==> src/design/pse_map.svh <==
// Constants for the port shutdown and control logic: timing figures and counts.
// Assumes a single 100 MHz clock; included by bare name wherever needed.
`ifndef PSE_MAP_SVH
`define PSE_MAP_SVH

`define PSE_PORTS 8
`define PSE_CODE_BITS 3
`define PSE_CLK_PERIOD_NS 10
// Deglitch window on the shutdown and reset pins (lower bound of 1 us to 5 us)
`define PSE_DEGLITCH_NS 1000
`define PSE_DEGLITCH_CYC ((`PSE_DEGLITCH_NS + `PSE_CLK_PERIOD_NS - 1) / `PSE_CLK_PERIOD_NS)
// Detect backoff after a charged port is found
`define PSE_BACKOFF_MS 400
`define PSE_BACKOFF_CYC (`PSE_BACKOFF_MS * 1000000 / `PSE_CLK_PERIOD_NS)
// Duration of each of the two probe current phases
`define PSE_PROBE_US 20
`define PSE_PROBE_CYC ((`PSE_PROBE_US * 1000 + `PSE_CLK_PERIOD_NS - 1) / `PSE_CLK_PERIOD_NS)
// Shutdown pulse code: a pulse longer than this is a one
`define PSE_SD_LONG_US 20
`define PSE_SD_LONG_CYC ((`PSE_SD_LONG_US * 1000 + `PSE_CLK_PERIOD_NS - 1) / `PSE_CLK_PERIOD_NS)
// Shutdown pulse code: a low gap this long abandons an unfinished code
`define PSE_SD_GAP_US 100
`define PSE_SD_GAP_CYC (`PSE_SD_GAP_US * 1000 / `PSE_CLK_PERIOD_NS)

`endif

==> src/design/pse_pkg.sv <==
// Types shared by the port shutdown and control logic.
// Assumes nothing beyond the map header for its figures.
package pse_pkg;
  typedef enum logic [2:0] {
    ST_IDLE    = 3'b000,
    ST_BACKOFF = 3'b001,
    ST_DET_LO  = 3'b010,
    ST_DET_HI  = 3'b011,
    ST_CLASS   = 3'b100,
    ST_ON      = 3'b101
  } port_state_t;
endpackage

==> src/design/deglitch_if.sv <==
// Carrier between a pin filter and the logic that uses its cleaned level.
// Assumes the raw level is already synchronous to the filter clock.
interface deglitch_if;
  logic raw;
  logic clean;
  modport filt (input raw, output clean);
  modport user (output raw, input clean);
endinterface

==> src/design/pse_port_shutdown_control.sv <==
// Pin-level control of an eight-port power sourcing controller: interrupt and
// serial data pins, filtered fast shutdown with pulse codes, filtered reset,
// and the per-port sequence from backoff through detection to power.
// Assumes analog comparators and the serial engine sit outside, synchronous.
//
// Behaviour
// [RULE1] The interrupt pin is pulled low while any interrupt flag is set and released otherwise.
// [RULE2] The fast shutdown pin is active high, idles low and ignores pulses shorter than the deglitch window.
// [RULE3] A port shut down through the fast shutdown pin goes through the same turn-off as a reset command.
// [RULE4] Pulses on the shutdown pin form a three-bit code that turns off the ports at up to eight priority levels.
// [RULE5] A filtered low on the reset pin turns every port off and returns all state to power-up values; shutdown_code, sd_shift and pin outputs keep theirs.
// [RULE6] A power-on reset acts on its own, independent of the reset pin.
// [RULE7] A port found above the voltage threshold gets the discharge resistor and a backoff before detection.
// [RULE8] Detection sinks two distinct probe currents while the port voltage is judged four-point.
// [RULE9] The gate drive is forced low on a low supply, an overcurrent timeout or a manual shutdown.
// [RULE10] A fast overload turns the transistor off well within one microsecond.
// [RULE11] The sense resistor to the high-voltage supply is on except during detection or while powered.
// [RULE12] The bus address comes from four address pins that read one when left open.
// [RULE13] Serial data uses a separate input and an open-drain output, which may be tied together.
// [RULE14] Classification may run on several ports at once.
// [RULE15] Shutdown pulse timing and bit order are module parameters.
`include "pse_map.svh"

module pse_port_shutdown_control
  import pse_pkg::*;
#(
  parameter int PORTS = `PSE_PORTS,
  parameter int DEGLITCH_CYC = `PSE_DEGLITCH_CYC,
  parameter int BACKOFF_CYC = `PSE_BACKOFF_CYC,
  parameter int PROBE_CYC = `PSE_PROBE_CYC,
  parameter int SD_LONG_CYC = `PSE_SD_LONG_CYC,
  parameter int SD_GAP_CYC = `PSE_SD_GAP_CYC,
  parameter bit SD_MSB_FIRST = 1'b1
) (
  // Clock and power-on reset
  input wire logic clk,
  input wire logic arst_n,
  // Control pins
  input wire logic reset_in_n,
  input wire logic fast_shutdown_in,
  // Interrupt pin, open drain
  input wire logic [7:0] int_flags,
  output logic int_out,
  output logic int_oe,
  // Serial bus pins and the engine behind them
  input wire logic serial_data_in,
  input wire logic sda_drive_low,
  input wire logic [3:0] bus_address_pins,
  output logic serial_data_out,
  output logic serial_data_out_oe,
  output logic serial_data_rx,
  output logic [3:0] bus_address,
  // Per-port status from the analog side
  input wire logic supply_ok,
  input wire logic [PORTS-1:0] port_enable,
  input wire logic [PORTS-1:0] port_volt_high,
  input wire logic [PORTS-1:0] detect_valid,
  input wire logic [PORTS-1:0] class_done,
  input wire logic [PORTS-1:0] oc_timeout,
  input wire logic [PORTS-1:0] fast_overload,
  input wire logic [PORTS-1:0] manual_shutdown,
  input wire logic [PORTS*`PSE_CODE_BITS-1:0] port_priority,
  // Per-port drive
  output logic [PORTS-1:0] port_gate_drive,
  output logic [PORTS-1:0] discharge_en,
  output logic [PORTS-1:0] probe_low_en,
  output logic [PORTS-1:0] probe_high_en,
  output logic [PORTS-1:0] class_en,
  output logic [PORTS-1:0] sense_res_en,
  // Shutdown code seen
  output logic [`PSE_CODE_BITS-1:0] shutdown_code,
  output logic shutdown_event
);
  localparam int CB = `PSE_CODE_BITS;
  localparam int TW = $clog2(BACKOFF_CYC + PROBE_CYC + 1);
  localparam int PW = $clog2(SD_GAP_CYC + SD_LONG_CYC + 1);

  ////////////////////////////////////////////////////////////////////////////
  // Pin filters

  deglitch_if sd_pin ();
  deglitch_if rst_pin ();
  assign sd_pin.raw = fast_shutdown_in;
  assign rst_pin.raw = reset_in_n;

  // Shutdown pin idles low as its pull-down would hold it
  pin_deglitch #(.WINDOW_CYC(DEGLITCH_CYC), .INIT(1'b0)) u_sd_filter ( // see [RULE2]
    .clk(clk),
    .arst_n(arst_n),
    .pin(sd_pin.filt)
  );

  // Reset pin idles high as its pull-up would hold it
  pin_deglitch #(.WINDOW_CYC(DEGLITCH_CYC), .INIT(1'b1)) u_rst_filter ( // see [RULE5]
    .clk(clk),
    .arst_n(arst_n),
    .pin(rst_pin.filt)
  );

  // The pin reset is synchronous; arst_n alone is the power-on reset
  wire soft_reset = !rst_pin.clean; // see [RULE5] [RULE6]

  ////////////////////////////////////////////////////////////////////////////
  // Interrupt and serial pins

  // Open drain: data is always low, the enable does the signalling
  always_ff @(posedge clk or negedge arst_n) begin
    if (!arst_n) begin
      int_out <= 1'b0;
      int_oe <= 1'b0;
      serial_data_out <= 1'b0;
      serial_data_out_oe <= 1'b0;
      serial_data_rx <= 1'b1;
      bus_address <= 4'hf;
    end else begin
      int_out <= 1'b0;
      int_oe <= |int_flags; // see [RULE1]
      serial_data_out <= 1'b0;
      serial_data_out_oe <= sda_drive_low; // see [RULE13]
      serial_data_rx <= serial_data_in; // see [RULE13]
      bus_address <= bus_address_pins; // see [RULE12]
    end
  end

  ////////////////////////////////////////////////////////////////////////////
  // Shutdown pulse code decoder

  logic sd_prev;
  logic [PW-1:0] sd_len;
  logic [1:0] sd_nbits;
  logic [CB-1:0] sd_shift;
  logic [PORTS-1:0] sd_hit;

  wire sd_rise = sd_pin.clean && !sd_prev;
  wire sd_fall = !sd_pin.clean && sd_prev;
  wire sd_bit = sd_len >= PW'(SD_LONG_CYC);
  // Bit order is a build choice since the host firmware fixes it
  wire [CB-1:0] sd_next_shift = SD_MSB_FIRST ? {sd_shift[CB-2:0], sd_bit} : {sd_bit, sd_shift[CB-1:1]}; // see [RULE15]
  wire sd_done = sd_fall && (sd_nbits == 2'(CB - 1));
  wire sd_gap_out = !sd_pin.clean && (sd_nbits != 2'd0) && (sd_len >= PW'(SD_GAP_CYC));
  wire sd_len_max = sd_len == {PW{1'b1}};

  // Length counter measures the high pulse, then the low gap after it
  always_ff @(posedge clk or negedge arst_n) begin
    if (!arst_n) begin
      sd_prev <= 1'b0;
      sd_len <= '0;
    end else begin
      sd_prev <= sd_pin.clean;
      sd_len <= (sd_rise || sd_fall || soft_reset) ? '0 : (sd_len_max ? sd_len : sd_len + PW'(1));
    end
  end

  // Three bits complete a code; a long gap discards a partial one
  always_ff @(posedge clk or negedge arst_n) begin
    if (!arst_n) begin
      sd_nbits <= 2'd0;
      sd_shift <= '0;
      shutdown_code <= '0;
      shutdown_event <= 1'b0;
    end else begin
      shutdown_event <= sd_done && !soft_reset; // see [RULE4]
      if (soft_reset || sd_gap_out || sd_done) begin
        sd_nbits <= 2'd0;
      end else if (sd_fall) begin
        sd_nbits <= sd_nbits + 2'd1;
      end
      if (sd_fall) begin
        sd_shift <= sd_next_shift;
      end
      if (sd_done && !soft_reset) begin
        shutdown_code <= sd_next_shift; // see [RULE4]
      end
    end
  end

  ////////////////////////////////////////////////////////////////////////////
  // Per-port sequencer

  for (genvar i = 0; i < PORTS; i++) begin : g_port
    port_state_t state;
    port_state_t next_state;
    logic [TW-1:0] timer;
    logic [TW-1:0] next_timer;
    // A port at or below the code in importance (higher number) is dropped
    assign sd_hit[i] = sd_done && (port_priority[i*CB +: CB] >= sd_next_shift); // see [RULE4]
    // Every turn-off cause funnels into the reset-command path
    wire kill = soft_reset || sd_hit[i] || !port_enable[i] || !supply_ok || oc_timeout[i] // see [RULE3] [RULE9]
      || fast_overload[i] || manual_shutdown[i]; // see [RULE10]
    wire timer_zero = timer == '0;

    always_comb begin
      next_state = state;
      next_timer = timer_zero ? timer : timer - TW'(1);
      unique case (state)
        ST_IDLE: begin
          if (port_volt_high[i]) begin
            next_state = ST_BACKOFF; // see [RULE7]
            next_timer = TW'(BACKOFF_CYC - 1);
          end else begin
            next_state = ST_DET_LO;
            next_timer = TW'(PROBE_CYC - 1);
          end
        end
        ST_BACKOFF: begin
          if (timer_zero) begin
            next_state = ST_DET_LO;
            next_timer = TW'(PROBE_CYC - 1);
          end
        end
        ST_DET_LO: begin
          if (timer_zero) begin
            next_state = ST_DET_HI; // see [RULE8]
            next_timer = TW'(PROBE_CYC - 1);
          end
        end
        ST_DET_HI: begin
          if (timer_zero) begin
            next_state = detect_valid[i] ? ST_CLASS : ST_IDLE; // see [RULE8]
          end
        end
        ST_CLASS: begin
          if (class_done[i]) begin
            next_state = ST_ON; // see [RULE14]
          end
        end
        ST_ON: next_state = ST_ON;
        default: next_state = ST_IDLE;
      endcase
      if (kill) begin
        next_state = ST_IDLE;
        next_timer = '0;
      end
    end

    // Outputs are decoded from the next state so they settle with it
    always_ff @(posedge clk or negedge arst_n) begin
      if (!arst_n) begin
        state <= ST_IDLE;
        timer <= '0;
        port_gate_drive[i] <= 1'b0;
        discharge_en[i] <= 1'b0;
        probe_low_en[i] <= 1'b0;
        probe_high_en[i] <= 1'b0;
        class_en[i] <= 1'b0;
        sense_res_en[i] <= 1'b1;
      end else begin
        state <= next_state;
        timer <= next_timer;
        port_gate_drive[i] <= next_state == ST_ON; // see [RULE9] [RULE10]
        discharge_en[i] <= next_state == ST_BACKOFF; // see [RULE7]
        probe_low_en[i] <= next_state == ST_DET_LO; // see [RULE8]
        probe_high_en[i] <= next_state == ST_DET_HI; // see [RULE8]
        // No arbitration: each port classifies on its own
        class_en[i] <= next_state == ST_CLASS; // see [RULE14]
        sense_res_en[i] <= !(next_state inside {ST_DET_LO, ST_DET_HI, ST_ON}); // see [RULE11]
      end
    end
  end
endmodule

==> src/design/pin_deglitch.sv <==
// Level filter for a slow control pin: output follows the pin only after it
// has held a new level for a whole window. Assumes a synchronous input.
module pin_deglitch #(
  parameter int WINDOW_CYC = 100,
  parameter bit INIT = 1'b0
) (
  // Clock and reset
  input wire logic clk,
  input wire logic arst_n,
  // Pin level in, filtered level out
  deglitch_if.filt pin
);
  localparam int CW = $clog2(WINDOW_CYC + 1);
  logic [CW-1:0] cnt;
  wire differs = pin.raw != pin.clean;
  wire expired = cnt == CW'(WINDOW_CYC - 1);

  // Any return to the old level restarts the window, so short pulses vanish
  always_ff @(posedge clk or negedge arst_n) begin
    if (!arst_n) begin
      cnt <= '0;
      pin.clean <= INIT;
    end else if (!differs) begin
      cnt <= '0;
    end else if (expired) begin
      cnt <= '0;
      pin.clean <= pin.raw;
    end else begin
      cnt <= cnt + CW'(1);
    end
  end
endmodule

==> config.mk <==
export PLATFORM = sky130hd
export DESIGN_NAME = pse_port_shutdown_control
export DESIGN_NICKNAME = d
export VERILOG_FILES = /design/src/design/pse_pkg.sv /design/src/design/deglitch_if.sv /design/src/design/pse_port_shutdown_control.sv /design/src/design/pin_deglitch.sv
export VERILOG_INCLUDE_DIRS = /design/src /design/src/design
export SDC_FILE = /design/constraint.sdc
export NUM_CORES = 1
export LEC_CHECK = 0
export ABC_AREA = 1
export BUFFER_PORTS_ARGS = -buffer_cell sky130_fd_sc_hd__buf_2
export CAP_MARGIN = 10
export CORE_MARGIN = 5
export CORE_UTILIZATION = 55
export DETAILED_ROUTE_END_ITERATION = 8
export PLACE_DENSITY_LB_ADDON = 0.12
export SLEW_MARGIN = 25
export SYNTH_ARGS = -nofsm -noshare
export SYNTH_HDL_FRONTEND = slang
export SYNTH_HIERARCHICAL = 1
export SYNTH_SLANG_ARGS = --single-unit
==> constraint.sdc <==
create_clock -name clk -period 4.76 [get_ports clk]
set_clock_uncertainty 0.1 [all_clocks]
set_input_delay 0.476 -clock clk [delete_from_list [all_inputs] [get_ports clk]]
set_output_delay 0.476 -clock clk [all_outputs]
set_load 0.1 [all_outputs]
==> metrics list <==
* Number of top-level pins: 160
- Num Clock Sinks: between 300 and 400
* Worst path slowest cell: dfrtp_1
- Of the available clock period, the critical path in the final layout requires approximately 66%.
- Power Density: 324 nW/um^2
* Via count of the first global-routing pass: roughly 16000
- After floorplanning, the core was divided into 68 placement rows.
- CP Launch Type: register
* Number of pins exceeding their max-slew limit in the final report: 0
* Flip-flop and latch area: just over 8000 sq um
- Pre-CTS setup slack: between 1.5 and 2 ns
- Clock-pin slew on the worst setup and hold paths: about 0.060 ns
- Area used by multi-input combinational logic: around 9400 sq um
- Summed over all failing endpoints, the final setup total negative slack is 0 ns.
- Gr ovfl total: 0
- The initial utilization of the core area, before any placement, comes to between 50% and 60%.
- After synthesis the cells add up to 18900 sq um.
* Synthesis Warnings: 6
- The die covers roughly 38000 sq um.
* Commonest non-fill, non-tap cells in the layout: nand2_1 (515), nor2_1 (465), dfrtp_1 (312), inv_1 (293), nand3_1 (157)
- Port Buffers: between 150 and 200
* Count of maximum capacitance violations: 0
* Count of instances resized after the clock tree is built: 0
* Library cell used as clock root buffer: clkbuf_16
- Initial antenna violation count: 1
- TritonCTS created 38 clock buffers.
* Per-instance average area after synthesis: around 7.6 sq um
- Synth Instances: ~2500
- The net count of the finished layout is 2833.
- Maximum ir drop on the vdd rail: slightly below 0.3 mV
* RD Place Congestion: around 0.92
* Buffers and inverters on the worst path: 5
* ANT cells: 0
- Count of filler cells inserted in the layout: slightly below 3000
* Vias: 16900
- Signal arrival time at the worst endpoint: ~3.5 ns
* Final core utilization: approximately 63%
- Worst skew pair latency: ~0.55 ns
* Mean routed wirelength per cell: approximately 14 um
* Number of library cell types mapped by synthesis: 52
- Largest fanout of any net on the critical path: 12
- Remaining routing DRC violations: 0
* Maximum number of pins on one net before global-route repair: between 100 and 150
* Worst path most repeated cell: inv_1
- The pre-antenna-repair detailed-routing pass consisted of 5 iterations.
- Dividing the detail-routed via count by the number of cells gives around 5.3.
- Final worst-path setup slack: between 1.5 and 2 ns
- Path type of the worst min-delay path: in -> reg
* Post-Route WL: roughly 46000 um
- In the final layout, the share of cells above drive strength 1 is roughly 13%.
* Data required, critical path: just over 5 ns
- Outcome: finished, final reports clean
- Category of the worst setup path capture point: register
- Critical path class: reg -> reg
- The floorplan step defined a core boundary enclosing about 34000 sq um.
- Global-route usage over all layers: between 20% and 30%
* Placement-stage cell area: between 20000 and 25000 sq um
- In this run the horizontal extent of the chip is 195 um.
- Unrepaired setup endpoints after global routing: no
- Layout Cell Area excl Fill: 21700 sq um
* Synthesized flop and latch total: 326
- Most common library cell in the layout ignoring fill and taps: nand2_1
- Once detail routing completed, the nets flagged for antenna violations numbered 0.
- Counting along the longest clock path gives a buffer depth of 3.
* Tot Pwr: approximately 7000 uW
- From synthesis to final layout, the design area changed by 14.7%.
- Hold Vio Cnt, Final: 0
- The first global-routing pass estimated approximately 77000 um of wire.
- Summed over all nets, the half-perimeter wirelength after detailed placement is roughly 34000 um.
- Walking the worst path, the cells encountered are nand2_1, nor2_1, inv_1, o41ai_2, buf_4, ha_1, inv_1, nand2_1, a21oi_1, nor2_1, o21ai_0, nand2_1, inv_1, nand2_4, inv_1, o21ai_0, a21oi_1.
- At the pin with the least slew margin, the transition time is 0.919 ns.
* Setup-violating endpoint count in the final report: 0
- Relative max-transition margin: roughly two fifths
- After clock tree synthesis, the setup repair step added 0 buffers.
* Drt first-iter violations: 1134
- From bottom edge to top edge, the die measures between 150 and 200 um.
* Portion of the post-synthesis area used by sequential elements: a little over two fifths
- TritonCTS clock tree: built
- For this run, the slowest stage of the critical path takes about 0.38 ns.
* Family with the most delay on the worst path: buffers and inverters
- Maximum level of the CTS H-tree: 2
- After layout, the minimum clock period comes to 3.15 ns.
* Maximum clock frequency: 0.318 GHz
- Leakage power total: roughly 0.012 uW
## synth_stat cells, drive strengths merged
library cell,instances,share of area [%]
nor3,73,2.1
or2,11,0.36
ha,47,3.1
o211ai,13,0.65
conb,1,0.020
inv,307,6.1
clkbuf,1,0.020
o31ai,12,0.48
o21bai,4,0.16
o21ai,136,3.7
nand3,162,4.4
o41ai,1,0.046
a31o,8,0.37
o21a,1,0.040
dfstp,14,1.9
dfrtp,312,41
clkinv,4,0.079
buf,19,0.80
a211oi,8,0.32
nand3b,10,0.42
and2,4,0.13
a21o,1,0.040
nor4,21,0.79
nor3b,6,0.24
a21oi,87,2.4
nand2,546,11
o211a,2,0.11
a311oi,1,0.046
a31oi,13,0.43
nor2,498,11
xor2,96,4.4
nand4,47,1.6
xnor2,28,1.3
a21boi,1,0.040
## sequential cells by signal, summed over array words and instances, names as in the netlist
signal	flops
g_port.timer	208
g_port.state	24
sd_len	14
class_en	8
discharge_en	8
port_gate_drive	8
probe_high_en	8
probe_low_en	8
sense_res_en	8
u_rst_filter/cnt	7
u_sd_filter/cnt	7
bus_address	4
shutdown_code	3
sd_nbits	2
sd_shift	2
int_oe	1
sd_prev	1
serial_data_out_oe	1
serial_data_rx	1
shutdown_event	1
u_rst_filter/pin.clean	1
u_sd_filter/pin.clean	1
## cell families after synthesis
group                    after synthesis  synth area share (%)
AND/OR/NAND/NOR                     1378                  32.1
buffers and inverters                331                  6.99
flip-flops                           326                  43.2
AO/OA/AOI/OAI                        288                  8.80
XOR/XNOR                             124                  5.74
adder cells (fa/ha/maj)               47                  3.11
other                                  1                0.0198
## layout make-up
cell class | instances | share of cell area (%)
multi-input combinational | 1839 | 43.5
clock buffer | 54 | 5.28
sequential | 326 | 37.7
clock inverter | 15 | 1.21
timing repair buffer | 171 | 4.38
inverter | 311 | 5.38
tap | 455 | 2.62
## worst paths after layout
| path | startpoint | endpoint | slack [ns] | cells after the start |
|---|---|---|---|---|
| max reg2reg | sd_len[10]$_DFFE_PN0P_ | g_port[4].timer[16]$_DFF_PN0_ | 1.61 | 17 |
| min reg2reg | u_sd_filter/cnt[0]$_DFF_PN0_ | u_sd_filter/cnt[0]$_DFF_PN0_ | 0.38 | 1 |
| max in group asynchronous | arst_n | g_port[1].timer[15]$_DFF_PN0_ | 2.95 | 3 |
| min in group asynchronous | arst_n | class_en[2]$_DFF_PN0_ | 0.47 | 2 |
| min | reset_in_n | u_rst_filter/pin.clean$_DFFE_PN1P_ | 0.07 | 3 |
| max | sd_len[10]$_DFFE_PN0P_ | g_port[4].timer[16]$_DFF_PN0_ | 1.61 | 17 |
## where the power goes
| group | leakage, uW | switching (uW) | internal (uW) |
|---|---|---|---|
| Combinational | 0.00700 | 652 | 309 |
| Sequential | 0.00446 | 23.2 | 2800 |
| Clock | 0.000682 | 1180 | 2060 |
## routing by layer
| metal | up-vias | GRT usage (%) | part of all wire (%) |
|---|---|---|---|
| met5 | - | 0 | 0.015 |
| met4 | 2 | 7.21 | 2.5 |
| met3 | 98 | 3.36 | 4.9 |
| met2 | 438 | 39.7 | 48 |
| met1 | 7938 | 32.1 | 45 |
| li1 | 8444 | - | - |
## worst reg2reg max path, cell delays in order, from the launching register on
cell and delay (ns):
dfrtp_1 0.38, nand2_1 0.08, nor2_1 0.17, inv_1 0.09, o41ai_2 0.20, buf_4 0.29
ha_1 0.27, inv_1 0.05, nand2_1 0.04, a21oi_1 0.12, nor2_1 0.05, o21ai_0 0.13
nand2_1 0.31, inv_1 0.27, nand2_4 0.12, inv_1 0.17, o21ai_0 0.11, a21oi_1 0.12
## stage by stage
stage               instances  hold slack (ns)
finish                   3171           0.0666
global route             3171           0.0527
CTS                      3171           0.0278
detailed placement       3092            0.371
global placement         3092            0.359
floorplan                2496           0.0804
## what timing repair did
action | CTS | global route
setup endpoints to repair | 0 | 0
endpoints found under the hold margin | 118 | 0
hold buffers | 10 | 0
(Power assumes the default switching activity.)
